## src/hdl/dtd_pkg.sv

```systemverilog
// Shared constants and state type of the duplex threshold and detector control block.
package dtd_pkg;
	// Register byte addresses on the AXI4-Lite bus.
	localparam logic [7:0] THR_GAIN_ADDR = 8'h00;
	localparam logic [7:0] DET_DIS_ADDR = 8'h04;
	localparam logic [7:0] STATUS_ADDR = 8'h08;
	// Register-select codes held in bits 3..0; writable fields sit in bits 15..4.
	localparam logic [3:0] THR_GAIN_SEL = 4'h8;
	localparam logic [3:0] DET_DIS_SEL = 4'ha;
	localparam logic [15:0] FIELD_MASK = 16'hfff0;
	localparam logic [15:0] THR_GAIN_RESET = 16'h0000;
	localparam logic [15:0] DET_DIS_RESET = 16'h0000;
	// Field positions of the threshold and gain register.
	localparam int A_ERLE_POS = 14;
	localparam int A_NOISE_POS = 12;
	localparam int N_ERLE_POS = 10;
	localparam int N_NOISE_POS = 8;
	localparam int RX_GAIN_POS = 6;
	localparam int TX_GAIN_POS = 4;
	// Field positions of the detector and canceller disable register.
	localparam int HOWL_OFF_POS = 15;
	localparam int TONE_OFF_POS = 14;
	localparam int APC_OFF_POS = 13;
	localparam int NPC_OFF_POS = 12;
	localparam int A_PRE_OFF_POS = 11;
	localparam int N_PRE_OFF_POS = 10;
	localparam int A_CANC_OFF_POS = 9;
	localparam int N_CANC_OFF_POS = 8;
	localparam int A_SDT_POS = 6;
	localparam int N_SDT_POS = 4;
	// Status register bit positions.
	localparam int ST_FULL_POS = 0;
	localparam int ST_A_ADMIT_POS = 1;
	localparam int ST_N_ADMIT_POS = 2;
	localparam int ST_N_AUTO_POS = 3;
	// Threshold codes and their levels in dB.
	localparam logic [1:0] CODE_00 = 2'h0;
	localparam logic [1:0] CODE_01 = 2'h1;
	localparam logic [1:0] CODE_10 = 2'h2;
	localparam logic [7:0] ERLE_24_DB = 8'h18;
	localparam logic [7:0] ERLE_18_DB = 8'h12;
	localparam logic [7:0] ERLE_30_DB = 8'h1e;
	localparam logic signed [7:0] NOISE_M42_DB = 8'hd6;
	localparam logic signed [7:0] NOISE_M54_DB = 8'hca;
	// AXI responses.
	localparam logic [1:0] RESP_OKAY = 2'h0;
	localparam logic [1:0] RESP_SLVERR = 2'h2;

	typedef struct packed {
		logic aw_have;
		logic [7:0] aw_addr;
		logic w_have;
		logic [15:0] w_data;
		logic [1:0] w_strb;
		logic awready;
		logic wready;
		logic bvalid;
		logic [1:0] bresp;
		logic arready;
		logic rvalid;
		logic [1:0] rresp;
		logic [31:0] rdata;
		logic [15:0] thr_gain;
		logic [15:0] det_dis;
		logic full_duplex;
		logic a_admit;
		logic n_admit;
		logic aec_clear;
		logic nec_clear;
		logic aec_freeze;
		logic force_receive;
		logic aec_in_path;
		logic nec_in_path;
		logic nec_auto_off;
	} dtd_state_t;
endpackage

```

## src/hdl/dtd_ctrl.sv

```systemverilog
// Duplex threshold, gain and detector control registers with the decisions they steer.
//
// The AXI4-Lite slave port and the address map were left to the implementer.
`timescale 1ns/1ps
module dtd_ctrl (
	// Clock and reset.
	input wire logic core_clk,
	input wire logic rst,
	// AXI4-Lite write address and data.
	input wire logic [7:0] s_axi_awaddr,
	input wire logic s_axi_awvalid,
	output logic s_axi_awready,
	input wire logic [31:0] s_axi_wdata,
	input wire logic [3:0] s_axi_wstrb,
	input wire logic s_axi_wvalid,
	output logic s_axi_wready,
	// AXI4-Lite write response.
	output logic [1:0] s_axi_bresp,
	output logic s_axi_bvalid,
	input wire logic s_axi_bready,
	// AXI4-Lite read.
	input wire logic [7:0] s_axi_araddr,
	input wire logic s_axi_arvalid,
	output logic s_axi_arready,
	output logic [31:0] s_axi_rdata,
	output logic [1:0] s_axi_rresp,
	output logic s_axi_rvalid,
	input wire logic s_axi_rready,
	// Measurements from the echo-cancelling engine.
	input wire logic [7:0] aec_erle_db,
	input wire logic [7:0] nec_erle_db,
	input wire logic signed [7:0] near_noise_db,
	input wire logic signed [7:0] far_noise_db,
	input wire logic aec_asym_ok,
	input wire logic nec_asym_ok,
	input wire logic net_path_present,
	// Detector events, one per cycle of detection.
	input wire logic howl_event,
	input wire logic tone_event,
	input wire logic acoustic_path_change,
	input wire logic network_path_change,
	// Controls to the engine and analog front end.
	output logic full_duplex,
	output logic aec_coef_clear,
	output logic nec_coef_clear,
	output logic aec_coef_freeze,
	output logic force_receive,
	output logic aec_in_path,
	output logic nec_in_path,
	output logic [1:0] rx_analog_gain,
	output logic [1:0] tx_analog_gain,
	output logic acoustic_preemph_off,
	output logic network_preemph_off,
	output logic [1:0] acoustic_sidetone_level,
	output logic [1:0] network_sidetone_level
);
	dtd_pkg::dtd_state_t s;
	dtd_pkg::dtd_state_t next_s;

	// Reserved ERLE code is treated as the strictest level so a bad write never eases admission.
	function automatic logic [7:0] erle_level(input logic [1:0] code);
		unique case (code)
			dtd_pkg::CODE_00: erle_level = dtd_pkg::ERLE_24_DB;
			dtd_pkg::CODE_01: erle_level = dtd_pkg::ERLE_18_DB;
			default: erle_level = dtd_pkg::ERLE_30_DB;
		endcase
	endfunction

	// A noise code of zero, or the reserved code, leaves ERLE as the only criterion.
	function automatic logic admit(input logic [7:0] erle, input logic [1:0] erle_code,
			input logic signed [7:0] noise, input logic [1:0] noise_code, input logic asym);
		logic erle_ok;
		erle_ok = erle > erle_level(erle_code);
		unique case (noise_code)
			dtd_pkg::CODE_01: admit = (noise > dtd_pkg::NOISE_M42_DB) ? erle_ok : asym;
			dtd_pkg::CODE_10: admit = (noise > dtd_pkg::NOISE_M54_DB) ? erle_ok : asym;
			default: admit = erle_ok;
		endcase
	endfunction

	logic [1:0] a_erle_code;
	logic [1:0] a_noise_code;
	logic [1:0] n_erle_code;
	logic [1:0] n_noise_code;
	logic howl_off;
	logic tone_off;
	logic apc_off;
	logic npc_off;
	logic a_canc_off;
	logic n_canc_off;
	logic do_write;
	logic [15:0] wmask;
	logic [15:0] wval;
	logic howl_hit;
	logic tone_hit;

	assign a_erle_code = s.thr_gain[dtd_pkg::A_ERLE_POS +: 2];
	assign a_noise_code = s.thr_gain[dtd_pkg::A_NOISE_POS +: 2];
	assign n_erle_code = s.thr_gain[dtd_pkg::N_ERLE_POS +: 2];
	assign n_noise_code = s.thr_gain[dtd_pkg::N_NOISE_POS +: 2];
	assign howl_off = s.det_dis[dtd_pkg::HOWL_OFF_POS];
	assign tone_off = s.det_dis[dtd_pkg::TONE_OFF_POS];
	assign apc_off = s.det_dis[dtd_pkg::APC_OFF_POS];
	assign npc_off = s.det_dis[dtd_pkg::NPC_OFF_POS];
	assign a_canc_off = s.det_dis[dtd_pkg::A_CANC_OFF_POS];
	assign n_canc_off = s.det_dis[dtd_pkg::N_CANC_OFF_POS];
	assign do_write = s.aw_have && s.w_have && !s.bvalid;
	assign wmask = {{8{s.w_strb[1]}}, {8{s.w_strb[0]}}} & dtd_pkg::FIELD_MASK;
	assign howl_hit = howl_event && !howl_off;
	assign tone_hit = tone_event && !tone_off;

	always_comb begin
		next_s = s;
		wval = 16'h0000;
		// Address and data channels are taken independently, in either order.
		if (s_axi_awvalid && s.awready) begin
			next_s.aw_have = 1'b1;
			next_s.aw_addr = s_axi_awaddr;
		end
		if (s_axi_wvalid && s.wready) begin
			next_s.w_have = 1'b1;
			next_s.w_data = s_axi_wdata[15:0];
			next_s.w_strb = s_axi_wstrb[1:0];
		end
		if (s.bvalid && s_axi_bready) begin
			next_s.bvalid = 1'b0;
		end
		if (do_write) begin
			next_s.aw_have = 1'b0;
			next_s.w_have = 1'b0;
			next_s.bvalid = 1'b1;
			next_s.bresp = dtd_pkg::RESP_OKAY;
			unique case (s.aw_addr)
				dtd_pkg::THR_GAIN_ADDR: begin
					wval = (s.thr_gain & ~wmask) | (s.w_data & wmask);
					next_s.thr_gain = wval;
				end
				dtd_pkg::DET_DIS_ADDR: begin
					wval = (s.det_dis & ~wmask) | (s.w_data & wmask);
					next_s.det_dis = wval;
				end
				dtd_pkg::STATUS_ADDR: begin
					next_s.bresp = dtd_pkg::RESP_OKAY;
				end
				default: begin
					next_s.bresp = dtd_pkg::RESP_SLVERR;
				end
			endcase
		end
		next_s.awready = !next_s.aw_have;
		next_s.wready = !next_s.w_have;
		// One read at a time; arready drops while the answer waits.
		if (s.rvalid && s_axi_rready) begin
			next_s.rvalid = 1'b0;
		end
		if (s_axi_arvalid && s.arready) begin
			next_s.rvalid = 1'b1;
			next_s.rresp = dtd_pkg::RESP_OKAY;
			next_s.rdata = 32'h0000_0000;
			unique case (s_axi_araddr)
				dtd_pkg::THR_GAIN_ADDR: next_s.rdata[15:0] = {s.thr_gain[15:4], dtd_pkg::THR_GAIN_SEL};
				dtd_pkg::DET_DIS_ADDR: next_s.rdata[15:0] = {s.det_dis[15:4], dtd_pkg::DET_DIS_SEL};
				dtd_pkg::STATUS_ADDR: begin
					next_s.rdata[dtd_pkg::ST_FULL_POS] = s.full_duplex;
					next_s.rdata[dtd_pkg::ST_A_ADMIT_POS] = s.a_admit;
					next_s.rdata[dtd_pkg::ST_N_ADMIT_POS] = s.n_admit;
					next_s.rdata[dtd_pkg::ST_N_AUTO_POS] = s.nec_auto_off;
				end
				default: next_s.rresp = dtd_pkg::RESP_SLVERR;
			endcase
		end
		next_s.arready = !next_s.rvalid;
		// Network canceller drops out when the noise threshold is set and no path is seen.
		next_s.nec_auto_off = (n_noise_code != dtd_pkg::CODE_00) && !net_path_present;
		next_s.aec_in_path = !a_canc_off;
		next_s.nec_in_path = !n_canc_off && !next_s.nec_auto_off;
		// A canceller outside the path counts as admitting, so it never blocks full duplex.
		next_s.a_admit = a_canc_off ||
			admit(aec_erle_db, a_erle_code, near_noise_db, a_noise_code, aec_asym_ok);
		next_s.n_admit = !next_s.nec_in_path ||
			admit(nec_erle_db, n_erle_code, far_noise_db, n_noise_code, nec_asym_ok);
		next_s.full_duplex = next_s.a_admit && next_s.n_admit && !howl_hit;
		next_s.aec_clear = howl_hit || (tone_hit && !s.full_duplex) ||
			(acoustic_path_change && !apc_off);
		next_s.nec_clear = howl_hit || (network_path_change && !npc_off);
		next_s.force_receive = tone_hit && !s.full_duplex;
		// Freezing only while the tone lasts keeps training going as soon as it ends.
		next_s.aec_freeze = tone_hit && s.full_duplex;
	end

	always_ff @(posedge core_clk) begin
		if (rst) begin
			s <= '0;
			s.thr_gain <= dtd_pkg::THR_GAIN_RESET;
			s.det_dis <= dtd_pkg::DET_DIS_RESET;
		end else begin
			s <= next_s;
		end
	end

	assign s_axi_awready = s.awready;
	assign s_axi_wready = s.wready;
	assign s_axi_bvalid = s.bvalid;
	assign s_axi_bresp = s.bresp;
	assign s_axi_arready = s.arready;
	assign s_axi_rvalid = s.rvalid;
	assign s_axi_rresp = s.rresp;
	assign s_axi_rdata = s.rdata;
	assign full_duplex = s.full_duplex;
	assign aec_coef_clear = s.aec_clear;
	assign nec_coef_clear = s.nec_clear;
	assign aec_coef_freeze = s.aec_freeze;
	assign force_receive = s.force_receive;
	assign aec_in_path = s.aec_in_path;
	assign nec_in_path = s.nec_in_path;
	assign rx_analog_gain = s.thr_gain[dtd_pkg::RX_GAIN_POS +: 2];
	assign tx_analog_gain = s.thr_gain[dtd_pkg::TX_GAIN_POS +: 2];
	assign acoustic_preemph_off = s.det_dis[dtd_pkg::A_PRE_OFF_POS];
	assign network_preemph_off = s.det_dis[dtd_pkg::N_PRE_OFF_POS];
	// The engine adds a linear coupling path whenever a level is non-zero.
	assign acoustic_sidetone_level = s.det_dis[dtd_pkg::A_SDT_POS +: 2];
	assign network_sidetone_level = s.det_dis[dtd_pkg::N_SDT_POS +: 2];
endmodule

```

## config.mk

```make
export PLATFORM = sky130hd
export DESIGN_NAME = dtd_ctrl
export DESIGN_NICKNAME = d
export VERILOG_FILES = /design/src/hdl/dtd_pkg.sv /design/src/hdl/dtd_ctrl.sv
export SDC_FILE = /design/constraint.sdc
export NUM_CORES = 1
export LEC_CHECK = 0
export ABC_AREA = 1
export BUFFER_PORTS_ARGS = -buffer_cell sky130_fd_sc_hd__buf_2
export CORE_MARGIN = 4
export CORE_UTILIZATION = 40
export DETAILED_ROUTE_END_ITERATION = 10
export HOLD_SLACK_MARGIN = 0.06
export PLACE_DENSITY_LB_ADDON = 0.05
export SLEW_MARGIN = 20
export SYNTH_ARGS = -nofsm -noshare
export SYNTH_HDL_FRONTEND = slang
export SYNTH_SLANG_ARGS = --single-unit
```

## constraint.sdc

```tcl
create_clock -name core_clk -period 2.7 [get_ports core_clk]
set_input_delay 0.54 -clock core_clk [delete_from_list [all_inputs] [get_ports core_clk]]
set_output_delay 0.54 -clock core_clk [all_outputs]
set_load 0.02 [all_outputs]
```

==> metrics.md <==
| Metric | Value |
|---|---|
| Outcome | finished, final reports clean |
| Top achievable clock speed | about 570 MHz |
| Final ANT Viol Nets | 0 |
| DRT iter0 DRCs | roughly 120 |
| Count of buffers added by post-CTS timing repair for setup | 0 |
| Summed instance area of the synthesized netlist | slightly below 4000 µm² |
| Power consumption | 0.00274 W |
| Worst-margin pin slew | 0.633 ns |
| Internal power | 0.00208 W |
| Crit-path max FO | 4 |
| Comb pwr share | between 10% and 20% |
| Vias | 3379 |
| Final-report hold violation count | 0 |
| Aggregate routed wire length | 8910 µm |
| Clock Tree Root | clkbuf_8 |
| Maximum root-to-sink buffer count | 2 |
| Detailed-router iteration count before antenna repair | 4 |
| First-pass GRT wire length | 14400 µm |
| Register cell area after layout | 1620 µm² |
| Post-synthesis instance total | approximately 540 |
| DP Wirelength | a little under 7000 µm |
| Worst hold-check path type | input pin to flop |
| Cells taking the most area after synthesis | dfxtp_1 42%, buf_4 8.5%, nor2_1 8.3%, o21ai_0 8.1%, inv_1 7.5% |
| Clock tree from TritonCTS | built |
| Area fraction of the dominant cell type after synthesis | approximately two fifths |
| Final TNS setup | 0 ns |
| Layout net count | approximately 730 |
| Fraction of final layout cells sized beyond drive strength 1 | a little under a quarter |
| Std-Cell Rows | 35 |
| Largest area contributor in the netlist | dfxtp_1 |
| Arrival time at the worst endpoint | 2.00 ns |
| Reg2Reg Depth | 14 |
| I/O pin count | roughly 160 |
| Switching pwr | 0.000658 W |
| Net switching share of the total power | about a quarter |
| Share of total power in the clock network | about two fifths |
| Average footprint of a synthesized cell | around 7.2 µm² |
| Synthesis warning total | 0 |
| Average via count per standard cell | around 4.5 |
| Pin count of the biggest net entering global routing | 53 |
| Starting Density | 41.6% |
| Die Y | 107 µm |
| IR drop worst, VDD | slightly above 0.3 mV |
| CTS-repair resized insts | 0 |
| Number of diodes added for antenna fixing | 0 |
| Slew headroom | 57.7% |
| Final setup vio count | 0 |
| Met3 Routed Length | 516 µm |
| Die outline area | approximately 11000 µm² |
| Area of the core region | slightly above 9000 µm² |
| Max-slew violation count | 0 |
| Required time of the critical path | slightly below 3 ns |
| Hold path depth | 2 |
| Count of different cell masters after synthesis | 30 |
| Number of global-route vias before repair | between 3000 and 4000 |
| Detailed-route DRC error count | 0 |
| Met2 routed WL | around 4000 µm |
| Area delta synth->final | 17.4% |
| Mean routed wirelength per cell | 11.8 µm |
| Static Leakage | about 2.3 nW |
| Placer congestion estimate | 0.781 |
| Share of total power in sequential cells | 46.8% |
| Total overflow reported by the global router | 0 |
| Critical path class | flop to flop |
| Power density over cell area | about 600 nW/µm² |
| Horizontal die dimension | 107 µm |
| Type of element launching the critical path | flop |
| Number of register bits inferred by synthesis | 81 |
| Top routing layer in use | met4 |
| Fin crit share | between 60% and 70% |
| Setup repair after global routing missed its margin | false |
| H-tree depth | 3 |
| Final setup skew | approximately 0.011 ns |
| WL met1 | 4290 µm |
| Number of filler cells placed in the layout | just over 1000 |
| Clk_lat worst skew | approximately 0.35 ns |
| Number of buffers added by the clock tree synthesis step | 9 |
| Clock sinks | between 80 and 90 |
| Clock input transition at the sequential cells of the worst setup and hold paths | around 0.08 ns |
| Multi-input gate area in the final layout | 1610 µm² |
| Antenna violations before repair | 0 |
| Max cap viols | 0 |
| Register area share after synthesis | a little over two fifths |
| Total routing resource utilization after global routing | around 16% |
| Period minus WS final | around 1.8 ns |
| Category of the worst setup path capture point | flop |
| Buffers on Ports | 115 |
| Hold_buf cts | 0 |
final cells by class:
| class | instances | share of cell area, % |
|---|---|---|
| Sequential cell | 81 | 35.6 |
| Multi-Input combinational cell | 333 | 35.4 |
| Timing Repair Buffer | 119 | 13.3 |
| Inverter | 79 | 6.51 |
| Tap cell | 129 | 3.54 |
| Clock buffer | 11 | 2.88 |
| Clock inverter | 5 | 2.80 |
Yosys cell counts:
library cell / number
a21boi_0: 2
o22ai_1: 12
nand2_1: 59
a31oi_1: 3
inv_2: 1
buf_6: 2
nor2_4: 1
buf_1: 3
a21oi_2: 1
o21ai_2: 1
nand3_1: 11
nand3_2: 2
buf_4: 44
o21ai_1: 3
dfxtp_1: 81
a21oi_1: 39
nor2_1: 86
buf_2: 2
nand2_2: 1
a41oi_1: 1
or3_1: 1
nand4_1: 8
nand3b_1: 1
o21ai_0: 63
conb_1: 1
inv_1: 78
ha_1: 11
clkbuf_1: 11
nor3_1: 7
nor2_2: 2
critical path: stages (launching register included):
cell	delay (ns)
dfxtp_1	0.31
inv_1	0.15
nand2_1	0.08
ha_1	0.27
inv_1	0.03
nor3_1	0.15
nor2_1	0.06
nand2_1	0.09
nand3_1	0.08
nand3_1	0.08
nand2_1	0.05
nand2_1	0.05
nand2_1	0.05
nand2_1	0.13
nor2_1	0.06
cell usage in the layout (no fill, tap or decap), drive strengths merged, types with 12 or more instances in the layout:
master	netlist	routed
inv	79	79
nand2	60	60
o21ai	67	67
nor2	89	89
dfxtp	81	81
a21oi	40	40
nand3	13	13
conb	1	18
buf	51	119
o22ai	12	12
kinds of logic after synthesis:
group	synth area share (%)
buffers and inverters	18.3
and+or+nand+nor	19.3
adders and majority gates	3.54
DFF	41.8
AOI/OAI and AO/OA	17.0
other	0.0966
power groups by stage:
| stage | Combinational, W | Sequential, W | Clock [W] |
|---|---|---|---|
| 4_1_cts | 0.000332 | 0.00128 | 0.00116 |
| 5_1_grt | 0.000376 | 0.00129 | 0.00122 |
| 2_1_floorplan | 0.000241 | 0.00132 | 0 |
| 6_report | 0.000329 | 0.00128 | 0.00113 |
| 3_3_place_gp | 0.000326 | 0.00131 | 0 |
| 3_5_place_dp | 0.000331 | 0.00131 | 0 |
stage by stage:
| stage | hold WS [ns] | cells | utilization, % | setup WS, ns | area (µm²) |
|---|---|---|---|---|---|
| 2_1_floorplan | 0.413 | 555 | - | 1.05 | 3950 |
| 3_3_place_gp | 0.435 | 741 | 46.1 | 0.728 | 4300 |
| 3_5_place_dp | 0.433 | 741 | 46.1 | 0.719 | 4300 |
| 4_1_cts | 0.401 | 757 | 48.9 | 0.928 | 4560 |
| 5_1_grt | 0.392 | 757 | 48.9 | 0.731 | 4560 |
| 6_report | 0.418 | 757 | 48.9 | 0.949 | 4560 |
final timing paths:
check / from / slack, ns / end
worst max-delay path: flop / 0.95 / full_duplex
worst min-delay path: net_path_present / 0.42 / s[0]
worst max register to register: flop / 0.95 / full_duplex
worst min register to register: s[7] / 0.45 / s_axi_rdata[2]
layer usage:
layer	track usage (%)	up-vias
li1	-	1823
met3	4.55	8
met5	0	-
met2	25.4	82
met1	20.9	1466
met4	3.29	0
(Power assumes the default switching activity.)
